<file path="src/rtl/modem_ctl_cfg.svh">
// constants of the modem control, loopback and baud divisor block
// assumes inclusion by bare name from the design file
`ifndef MODEM_CTL_CFG_SVH
`define MODEM_CTL_CFG_SVH
`define ADDR_W          3
`define OFF_DIV_LO      3'h0
`define OFF_DIV_HI      3'h1
`define OFF_LINE_CTRL   3'h3
`define OFF_MODEM_CTRL  3'h4
`define OFF_MODEM_STAT  3'h6
`define OFF_INT_ENABLE  3'h1
`define BIT_TERM_READY  0
`define BIT_REQ_SEND    1
`define BIT_USER_ONE    2
`define BIT_USER_TWO    3
`define BIT_LOOPBACK    4
`define BIT_DIV_ACCESS  7
`define BIT_MS_INT_EN   3
`define RST_DIVISOR     16'h0001
`define RST_MODEM_CTRL  8'h00
`define RST_LINE_CTRL   8'h00
`define RST_INT_ENABLE  8'h00
`endif

</file>
<file path="src/rtl/modem_ctl_pkg.sv">
// types of the modem control block
// assumes nothing beyond the config header
package modem_ctl_pkg;
  typedef logic [7:0]  byte_t;
  typedef logic [15:0] divisor_t;
  typedef enum logic [1:0] {LINES_IDLE, LINES_LOOP} path_t;
endpackage

</file>
<file path="src/rtl/modem_ctl.sv">
// modem control, local loopback, modem status and baud divisor
// assumes a synchronous register port and synchronous pins
//
// Contract
// - control bit 3 set drives user output two low, clear drives high.
// - control bit 0 set drives terminal-ready low, clear drives high.
// - in loopback the serial output pin is held high.
// - in loopback serial input ignored; transmitter output feeds receiver input.
// - in loopback modem inputs are replaced internally by the output controls.
// - in loopback all four modem output pins are driven high.
// - in loopback modem status interrupt sources come from control bits 0-3.
// - control bits 5 to 7 always read zero.
// - reading modem status clears the four change flags.
// - status bit 0 flags a clear-to-send change since last read.
// - status bit 1 flags a data-set-ready change since last read.
// - status bit 2 flags ring going low to high only.
// - status bit 3 flags a carrier-detect change since last read.
// - modem interrupt when any change flag set and interrupt enabled.
// - status bits 4-7 are complemented cts, dsr, ring, dcd inputs.
// - in loopback status bits 4-7 equal rts, dtr, user one, user two.
// - divide reference clock by divisor 1 to 65535 into 16x pulses.
// - divisor is held as 16 bits in two 8-bit latches.
// - writing either divisor latch reloads the baud counter at once.
//
// Implementation choices: the strobed register port and the address map.
`timescale 1ns/1ns
`include "modem_ctl_cfg.svh"

module modem_ctl
(
  input  wire logic               CLK_I,
  input  wire logic               SRST_I,
  input  wire logic               CE_I,
  input  wire logic [2:0]         ADDR_I,
  input  wire logic [7:0]         WDATA_I,
  input  wire logic               WR_I,
  input  wire logic               RD_I,
  output logic      [7:0]         RDATA_O,
  input  wire logic               CTS_N_I,
  input  wire logic               DSR_N_I,
  input  wire logic               RING_N_I,
  input  wire logic               DCD_N_I,
  output logic                    TERM_READY_N_O,
  output logic                    REQ_SEND_N_O,
  output logic                    USER_OUTPUT_ONE_N_O,
  output logic                    USER_OUTPUT_TWO_N_O,
  input  wire logic               TX_SHIFT_OUT_I,
  input  wire logic               SERIAL_INPUT_PIN_I,
  output logic                    SERIAL_OUTPUT_PIN_O,
  output logic                    RX_SHIFT_IN_O,
  output logic                    BAUD16_O,
  output logic                    MODEM_INT_O
);

  modem_ctl_pkg::byte_t    modem_output_control;
  modem_ctl_pkg::byte_t    line_control;
  modem_ctl_pkg::byte_t    interrupt_enable_register;
  modem_ctl_pkg::divisor_t divisor;
  modem_ctl_pkg::divisor_t baud_count;
  logic [3:0]              change_flags;
  logic [3:0]              lines;
  logic [3:0]              lines_q;
  logic                    lines_valid;
  logic [3:0]              next_flags;
  logic                    loop_on;
  logic                    dl_access;
  modem_ctl_pkg::path_t    path;

  function automatic logic hit(input logic [2:0] a, input logic [2:0] off);
    hit = (a == off);
  endfunction

  assign loop_on   = modem_output_control[`BIT_LOOPBACK];
  assign dl_access = line_control[`BIT_DIV_ACCESS];
  assign path      = loop_on ? modem_ctl_pkg::LINES_LOOP : modem_ctl_pkg::LINES_IDLE;

  ////////////////////////////////////////////////////////////////////////
  // register writes

  always_ff @(posedge CLK_I)
  begin
    if (SRST_I)
      line_control <= `RST_LINE_CTRL;
    else if (CE_I && WR_I && hit(ADDR_I, `OFF_LINE_CTRL))
      line_control <= WDATA_I;
  end

  always_ff @(posedge CLK_I)
  begin
    if (SRST_I)
      modem_output_control <= `RST_MODEM_CTRL;
    else if (CE_I && WR_I && hit(ADDR_I, `OFF_MODEM_CTRL))
      modem_output_control <= {3'h0, WDATA_I[4:0]};
  end

  // interrupt enable shares its slot with the high divisor latch
  always_ff @(posedge CLK_I)
  begin
    if (SRST_I)
      interrupt_enable_register <= `RST_INT_ENABLE;
    else if (CE_I && WR_I && !dl_access && hit(ADDR_I, `OFF_INT_ENABLE))
      interrupt_enable_register <= WDATA_I;
  end

  always_ff @(posedge CLK_I)
  begin
    if (SRST_I)
      divisor <= `RST_DIVISOR;
    else if (CE_I && WR_I && dl_access && hit(ADDR_I, `OFF_DIV_LO))
      divisor[7:0] <= WDATA_I;
    else if (CE_I && WR_I && dl_access && hit(ADDR_I, `OFF_DIV_HI))
      divisor[15:8] <= WDATA_I;
  end

  ////////////////////////////////////////////////////////////////////////
  // baud counter: counts down to one, then pulses and reloads.
  // divisor zero is treated as one so the output never stalls

  logic div_write;
  assign div_write = WR_I && dl_access && (hit(ADDR_I, `OFF_DIV_LO) || hit(ADDR_I, `OFF_DIV_HI));

  always_ff @(posedge CLK_I)
  begin
    if (SRST_I)
    begin
      baud_count <= `RST_DIVISOR;
      BAUD16_O   <= 1'b0;
    end
    else if (CE_I)
    begin
      if (div_write)
      begin
        // new value is taken whole, not the half being replaced
        baud_count <= hit(ADDR_I, `OFF_DIV_LO) ? {divisor[15:8], WDATA_I} : {WDATA_I, divisor[7:0]};
        BAUD16_O   <= 1'b0;
      end
      else if (baud_count <= 16'h0001)
      begin
        baud_count <= divisor;
        BAUD16_O   <= 1'b1;
      end
      else
      begin
        baud_count <= baud_count - 16'h0001;
        BAUD16_O   <= 1'b0;
      end
    end
  end

  ////////////////////////////////////////////////////////////////////////
  // modem lines, active-high meaning: cts, dsr, ring, dcd

  always_comb
  begin
    case (path)
      modem_ctl_pkg::LINES_LOOP:
        lines = {modem_output_control[`BIT_USER_TWO], modem_output_control[`BIT_USER_ONE],
                 modem_output_control[`BIT_TERM_READY], modem_output_control[`BIT_REQ_SEND]};
      default:
        lines = {~DCD_N_I, ~RING_N_I, ~DSR_N_I, ~CTS_N_I};
    endcase
  end

  always_ff @(posedge CLK_I)
  begin
    if (SRST_I)
    begin
      lines_q     <= 4'h0;
      lines_valid <= 1'b0;
    end
    else if (CE_I)
    begin
      lines_q     <= lines;
      lines_valid <= 1'b1;
    end
  end

  always_comb
  begin
    next_flags = change_flags;
    if (CE_I && RD_I && hit(ADDR_I, `OFF_MODEM_STAT))
      next_flags = 4'h0;
    if (lines_valid)
    begin
      next_flags[0] = next_flags[0] | (lines[0] ^ lines_q[0]);
      next_flags[1] = next_flags[1] | (lines[1] ^ lines_q[1]);
      // ring pin low-to-high is the asserted level falling
      next_flags[2] = next_flags[2] | (lines_q[2] & ~lines[2]);
      next_flags[3] = next_flags[3] | (lines[3] ^ lines_q[3]);
    end
  end

  always_ff @(posedge CLK_I)
  begin
    if (SRST_I)
      change_flags <= 4'h0;
    else if (CE_I)
      change_flags <= next_flags;
  end

  assign MODEM_INT_O = (|change_flags) & interrupt_enable_register[`BIT_MS_INT_EN];

  ////////////////////////////////////////////////////////////////////////
  // pins

  always_ff @(posedge CLK_I)
  begin
    if (SRST_I)
    begin
      TERM_READY_N_O      <= 1'b1;
      REQ_SEND_N_O        <= 1'b1;
      USER_OUTPUT_ONE_N_O <= 1'b1;
      USER_OUTPUT_TWO_N_O <= 1'b1;
    end
    else if (CE_I)
    begin
      TERM_READY_N_O      <= loop_on | ~modem_output_control[`BIT_TERM_READY];
      REQ_SEND_N_O        <= loop_on | ~modem_output_control[`BIT_REQ_SEND];
      USER_OUTPUT_ONE_N_O <= loop_on | ~modem_output_control[`BIT_USER_ONE];
      USER_OUTPUT_TWO_N_O <= loop_on | ~modem_output_control[`BIT_USER_TWO];
    end
  end

  // serial path is combinational so bit timing is untouched
  assign SERIAL_OUTPUT_PIN_O = loop_on ? 1'b1 : TX_SHIFT_OUT_I;
  assign RX_SHIFT_IN_O       = loop_on ? TX_SHIFT_OUT_I : SERIAL_INPUT_PIN_I;

  ////////////////////////////////////////////////////////////////////////
  // read port, data in the cycle after the strobe

  always_ff @(posedge CLK_I)
  begin
    if (SRST_I)
      RDATA_O <= 8'h00;
    else if (CE_I && RD_I)
    begin
      if (dl_access && hit(ADDR_I, `OFF_DIV_LO))
        RDATA_O <= divisor[7:0];
      else if (dl_access && hit(ADDR_I, `OFF_DIV_HI))
        RDATA_O <= divisor[15:8];
      else if (hit(ADDR_I, `OFF_INT_ENABLE))
        RDATA_O <= interrupt_enable_register;
      else if (hit(ADDR_I, `OFF_LINE_CTRL))
        RDATA_O <= line_control;
      else if (hit(ADDR_I, `OFF_MODEM_CTRL))
        RDATA_O <= {3'h0, modem_output_control[4:0]};
      else if (hit(ADDR_I, `OFF_MODEM_STAT))
        RDATA_O <= {lines, change_flags};
      else
        RDATA_O <= 8'h00;
    end
  end

  ////////////////////////////////////////////////////////////////////////
  // checks

  a_ctrl_high_zero: assert property (@(posedge CLK_I) disable iff (SRST_I)
    modem_output_control[7:5] == 3'h0) else $error("control high bits not zero");

  a_loop_pins_high: assert property (@(posedge CLK_I) disable iff (SRST_I)
    CE_I && loop_on |=> (TERM_READY_N_O && REQ_SEND_N_O && USER_OUTPUT_ONE_N_O && USER_OUTPUT_TWO_N_O))
    else $error("modem pins not high in loopback");

  a_dtr_follows: assert property (@(posedge CLK_I) disable iff (SRST_I)
    CE_I && !loop_on && modem_output_control[0] |=> !TERM_READY_N_O) else $error("terminal ready not low");

  a_user_two_follows: assert property (@(posedge CLK_I) disable iff (SRST_I)
    CE_I && !loop_on && !modem_output_control[3] |=> USER_OUTPUT_TWO_N_O) else $error("user two not high");

  a_serial_out_loop: assert property (@(posedge CLK_I) disable iff (SRST_I)
    loop_on |-> SERIAL_OUTPUT_PIN_O && (RX_SHIFT_IN_O == TX_SHIFT_OUT_I)) else $error("loopback serial path");

  a_status_read_clear: assert property (@(posedge CLK_I) disable iff (SRST_I)
    CE_I && RD_I && hit(ADDR_I, `OFF_MODEM_STAT) && (lines == lines_q) |=> change_flags == 4'h0)
    else $error("change flags not cleared by read");

  a_cts_change: assert property (@(posedge CLK_I) disable iff (SRST_I)
    CE_I && lines_valid && (lines[0] != lines_q[0]) |=> change_flags[0]) else $error("cts change lost");

  a_ring_trail: assert property (@(posedge CLK_I) disable iff (SRST_I)
    CE_I && lines_valid && lines[2] && !lines_q[2] && !change_flags[2] && !RD_I |=> !change_flags[2])
    else $error("ring leading edge flagged");

  a_int_gate: assert property (@(posedge CLK_I) disable iff (SRST_I)
    CE_I && lines_valid && (lines[3] != lines_q[3]) |=> MODEM_INT_O == interrupt_enable_register[`BIT_MS_INT_EN])
    else $error("modem interrupt gating");

  a_baud_reload: assert property (@(posedge CLK_I) disable iff (SRST_I)
    CE_I && div_write |=> !BAUD16_O ##0 baud_count == divisor) else $error("divisor write did not reload");

  a_dsr_change: assert property (@(posedge CLK_I) disable iff (SRST_I)
    CE_I && lines_valid && (lines[1] != lines_q[1]) |=> change_flags[1])
    else $error("dsr change lost");

  a_dcd_change: assert property (@(posedge CLK_I) disable iff (SRST_I)
    CE_I && lines_valid && (lines[3] != lines_q[3]) |=> change_flags[3])
    else $error("dcd change lost");

  a_ring_trail_set: assert property (@(posedge CLK_I) disable iff (SRST_I)
    CE_I && lines_valid && lines_q[2] && !lines[2] |=> change_flags[2])
    else $error("ring trailing edge lost");

  a_status_pins: assert property (@(posedge CLK_I) disable iff (SRST_I)
    CE_I && RD_I && !loop_on && hit(ADDR_I, `OFF_MODEM_STAT)
    |=> RDATA_O[7:4] == ~{$past(DCD_N_I), $past(RING_N_I), $past(DSR_N_I), $past(CTS_N_I)})
    else $error("status levels not complemented pins");

  a_status_loop: assert property (@(posedge CLK_I) disable iff (SRST_I)
    CE_I && RD_I && loop_on && hit(ADDR_I, `OFF_MODEM_STAT)
    |=> RDATA_O[7:4] == {$past(modem_output_control[`BIT_USER_TWO]), $past(modem_output_control[`BIT_USER_ONE]),
                         $past(modem_output_control[`BIT_TERM_READY]), $past(modem_output_control[`BIT_REQ_SEND])})
    else $error("loopback status bits");

  a_user_pins_follow: assert property (@(posedge CLK_I) disable iff (SRST_I)
    CE_I && !loop_on
    |=> (REQ_SEND_N_O == ~$past(modem_output_control[`BIT_REQ_SEND]))
        && (USER_OUTPUT_ONE_N_O == ~$past(modem_output_control[`BIT_USER_ONE])))
    else $error("request or user one pin level");

  a_div_low: assert property (@(posedge CLK_I) disable iff (SRST_I)
    CE_I && WR_I && dl_access && hit(ADDR_I, `OFF_DIV_LO) |=> divisor[7:0] == $past(WDATA_I))
    else $error("divisor low latch");

  a_div_high: assert property (@(posedge CLK_I) disable iff (SRST_I)
    CE_I && WR_I && dl_access && hit(ADDR_I, `OFF_DIV_HI) |=> divisor[15:8] == $past(WDATA_I))
    else $error("divisor high latch");

  // clock enable low must leave every register where it was
  a_ce_freeze: assert property (@(posedge CLK_I) disable iff (SRST_I)
    !CE_I |=> $stable(modem_output_control) && $stable(divisor) && $stable(change_flags) && $stable(baud_count))
    else $error("state moved with clock enable low");

  ////////////////////////////////////////////////////////////////////////
  // pulse spacing helper: cycles since the last pulse, forgotten on a reload

  logic [15:0] since_pulse;
  logic        period_known;

  always_ff @(posedge CLK_I)
  begin
    if (SRST_I)
    begin
      since_pulse  <= 16'h0000;
      period_known <= 1'b0;
    end
    else if (CE_I && div_write)
    begin
      since_pulse  <= 16'h0000;
      period_known <= 1'b0;
    end
    else if (CE_I && BAUD16_O)
    begin
      since_pulse  <= 16'h0001;
      period_known <= 1'b1;
    end
    else if (CE_I)
      since_pulse <= since_pulse + 16'h0001;
  end

  a_baud_period: assert property (@(posedge CLK_I) disable iff (SRST_I)
    CE_I && period_known && BAUD16_O |-> since_pulse == ((divisor == 16'h0000) ? 16'h0001 : divisor))
    else $error("baud pulse spacing");

  c_loop_entered: cover property (@(posedge CLK_I) disable iff (SRST_I) $rose(loop_on));
  c_ring_flag:    cover property (@(posedge CLK_I) disable iff (SRST_I) $rose(change_flags[2]));
  c_baud_pulse:   cover property (@(posedge CLK_I) disable iff (SRST_I) BAUD16_O ##1 !BAUD16_O);
  c_int_raised:   cover property (@(posedge CLK_I) disable iff (SRST_I) $rose(MODEM_INT_O));
  c_read_clears:  cover property (@(posedge CLK_I) disable iff (SRST_I)
    CE_I && RD_I && hit(ADDR_I, `OFF_MODEM_STAT) && (|change_flags));

endmodule

</file>
<file path="config.mk">
export PLATFORM = sky130hd
export DESIGN_NAME = modem_ctl
export DESIGN_NICKNAME = d
export VERILOG_FILES = /design/src/rtl/modem_ctl_pkg.sv /design/src/rtl/modem_ctl.sv
export VERILOG_INCLUDE_DIRS = /design/src /design/src/rtl
export SDC_FILE = /design/constraint.sdc
export NUM_CORES = 1
export LEC_CHECK = 0
export ABC_CLOCK_PERIOD_IN_PS = 3300
export BUFFER_PORTS_ARGS = -buffer_cell sky130_fd_sc_hd__buf_4
export CORE_UTILIZATION = 55
export CTS_CLUSTER_DIAMETER = 200
export DETAILED_ROUTE_END_ITERATION = 6
export GPL_ROUTABILITY_DRIVEN = 1
export PLACE_DENSITY = 0.79
export SYNTH_ARGS = -nofsm -noshare
export SYNTH_HDL_FRONTEND = slang
export SYNTH_SLANG_ARGS = --single-unit
</file>
<file path="constraint.sdc">
create_clock -name CLK_I -period 3.3 [get_ports CLK_I]
set_clock_uncertainty 0.05 [all_clocks]
set_input_delay 0.33 -clock CLK_I [delete_from_list [all_inputs] [get_ports CLK_I]]
set_output_delay 0.33 -clock CLK_I [all_outputs]
set_load 0.005 [all_outputs]
</file>
==> flow_summary_export.csv <==
group,metric,value,unit
run_status,status,"finished, final reports clean",
power,p_int,0.00162,W
power,switching_share,0.283,
cells_and_area,postLayoutCellArea,4440,sq um
critical_path,crit_type,"reg -> reg",
power,power_leakage,1.75,nW
sta,worstMarginPinSlew,0.914,ns
critical_path,critical_path.max_stage_delay,0.64,ns
routing,wl_per_cell,17.8,um
cts,cts_sinks,75,
cts,clk_pin_slew,0.08,ns
routing,wl,10300,um
routing,vias,3565,
cells_and_area,fillCellCount,589,
placement,post_dp_cell_area,4200,sq um
critical_path,cp_max_fo,17,
cts,cts_tree,"yes",
power,peakVddDrop,248,uV
cells_and_area,multiInputGateArea,2240,sq um
cells_and_area,final_cell_count_no_fill,578,
yosys,synth_top_cell_area_share,0.383,
sta,slew_headroom,0.386,
yosys,yosysSeqAreaShare,0.383,
cells_and_area,register_area,1500,sq um
global_routing,grt_pass1_wl,16700,um
sta,max_freq,0.366,GHz
routing,dr.pass1.iters,5,
cells_and_area,syn2layout_area_growth,13.3,%
power,p_seq_frac,0.440,
yosys,synth-edff-count,0,
sta,hold_violations,0,
yosys,syn_inst,457,
global_routing,antenna_found_initial,0,
placement,place.gp.congestion,0.901,
yosys,synth_commonest_cells,"nor2_1 (87), dfxtp_1 (75), mux2i_1 (65), a21oi_1 (25), o21ai_0 (23)",
cts,numCtsBuffers,9,
power,combPwrFrac,0.178,
cts,postCtsSetupRepairBufs,0,
cells_and_area,num_antenna_cells,0,
yosys,async_flop_share,0,
critical_path,cp_common_cell,"or4_1",
yosys,yosys_register_bits,75,
die,die_h,86.4,um
power,powerDensity,510,nW/um^2
power,p_switching,0.000642,W
placement,io_buffers,37,
yosys,netlist_area,3920,sq um
yosys,synth_top_flop_cell,"dfxtp_1",
die,die-area,7470,sq um
placement,dp_cells,562,
routing,viasPerCell,6.17,
cts,cts_hold_buf,0,
sta,rsz0062_at_grt,"no",
sta,drv_slew,0,
cts,h-tree-depth,3,
critical_path,crit_path_start_kind,"flop",
cts,post_cts_resized,0,
routing,drc,0,
yosys,synth.most_common_cell,"nor2_1",
die,fp.dieW,86.4,um
yosys,syn_area_per_cell,8.58,sq um
sta,final-setup-viol-count,0,
cts,ctsRootBufferMaster,"clkbuf_8",
critical_path,cp.arrival,2.95,ns
global_routing,grt.overflow.total,0,
die,start_util,0.574,
sta,setup_tns,0,ns
critical_path,crit_chain,"or4_1 > or4_1 > or2_1 > mux2i_1 > a221oi_1",
yosys,yosysWarnings,0,
yosys,synth_top_area_cell,"dfxtp_1",
yosys,synth_nets,481,
die,core_area,6830,sq um
worst_hold_path,min_path_type,"in -> reg",
cts,clockBufferDepth,2,
routing,drt_iter0_drc,473,
job,drv_cap,0,
global_routing,grt_start_max_net_pins,75,
power,p_clk_frac,0.381,
die,rows,30,
critical_path,slowest_stage,"or4_1",
routing,final_antenna_net_count,0,
sta,period_share,0.827,
die,ios,38,
cells_and_area,drive_gt1_frac,0.147,
critical_path,end_kind,"flop",
critical_path,crit_required,3.52,ns
cells_and_area,nets,501,
sta,period_minus_slack,2.73,ns
global_routing,grt_usage,0.295,
yosys,synth.distinct_cells,52,
global_routing,first_global_vias,3198,
cts,insertion_delay,0.36,ns
placement,dp_hpwl,7010,um
yosys,ys_top_cells_by_area,"dfxtp_1 (38%), mux2i_1 (17%), nor2_1 (8.3%)",
final timing paths:
kind                                   to           from  slack [ns]  cells past startpoint
min reg2reg                    RDATA_O[3]     RDATA_O[3]        0.40                      2
max                         baud_count[5]  baud_count[9]        0.57                      5
min          interrupt_enable_register[5]     WDATA_I[5]        0.22                      3
max reg2reg                 baud_count[5]  baud_count[9]        0.57                      5
layout by cell type, fill, tap and decap left out, types with 3 or more instances in the layout:
| master | instances |
|---|---|
| nor2_1 | 87 |
| dfxtp_1 | 75 |
| mux2i_1 | 65 |
| buf_4 | 39 |
| a21oi_1 | 25 |
| o21ai_0 | 23 |
| nor3_1 | 17 |
| inv_1 | 10 |
| a211oi_1 | 10 |
| clkbuf_8 | 9 |
| nand2_1 | 8 |
| or2_2 | 7 |
| xor2_1 | 7 |
| a221oi_1 | 7 |
| nand3_1 | 5 |
| xnor2_1 | 5 |
| o22ai_1 | 5 |
| mux2_2 | 4 |
| nor2b_1 | 4 |
| or4_1 | 4 |
| nor4_1 | 4 |
| nand3b_1 | 4 |
| o21ai_1 | 4 |
| o31ai_1 | 3 |
| a31oi_1 | 3 |
| o21bai_1 | 3 |
| a22oi_1 | 3 |
| a32oi_1 | 3 |
| a22o_1 | 3 |
| bufinv_16 | 3 |
per-stage QoR:
stage	setup WS [ns]	hold WS [ns]	power (W)	utilization
3_3_place_gp	0.692	0.391	0.00140	0.615
2_1_floorplan	0.951	0.398	0.00131	-
5_1_grt	0.395	0.224	0.00237	0.651
3_5_place_dp	0.620	0.399	0.00141	0.615
6_report	0.570	0.216	0.00227	0.651
4_1_cts	0.579	0.205	0.00227	0.651
final cells by class:
class / count / share of cell area
multi-input cells: 340 / 0.505
flip-flops and latches: 75 / 0.338
repair buffers: 39 / 0.0659
inverters: 12 / 0.0101
clock buffers: 10 / 0.0287
clock inverters: 6 / 0.0253
well taps: 96 / 0.0270
routing by layer:
metal / vias to the layer above / part of all wire / global-route usage / wire [um]
li1: 1680 / - / - / -
met1: 1671 / 0.44 / 0.425 / 4540
met2: 186 / 0.44 / 0.421 / 4500
met3: 28 / 0.093 / 0.0648 / 960
met4: 0 / 0.027 / 0.133 / 282
met5: - / 0 / 0 / 0
critical path: cells and delay by family, from the launching register on:
family           cells  cell delay (ns)
AND/OR/NAND/NOR      3             1.72
AO/OA/AOI/OAI        1             0.30
multiplexers         1             0.21
flip-flops           1             0.36
power groups by stage:
stage	clock network, W	logic (W)	registers, W
after floorplan	0	0.000308	0.00101
after global placement	0	0.000380	0.00101
after detailed placement	0	0.000392	0.00102
after CTS	0.000874	0.000396	0.000997
after global routing	0.000923	0.000443	0.00101
final	0.000865	0.000404	0.000998
registers in the layout, summed over array words and instances, names as in the netlist, 4 cells and up:
| signal | cells |
|---|---|
| lines_q | 4 |
| RDATA_O | 8 |
| change_flags | 4 |
| line_control | 8 |
| baud_count | 16 |
| modem_output_control | 5 |
| divisor | 16 |
| interrupt_enable_register | 8 |
cell families after synthesis:
group / after synthesis / share of synthesized area
AO/OA/AOI/OAI: 100 / 0.165
XOR/XNOR: 12 / 0.0268
adder cells (fa/ha/maj): 2 / 0.00638
buffers and inverters: 42 / 0.0447
flip-flops: 75 / 0.383
multiplexers: 69 / 0.177
AND/OR/NAND/NOR: 157 / 0.197
Power figures use the tool's default switching activity.
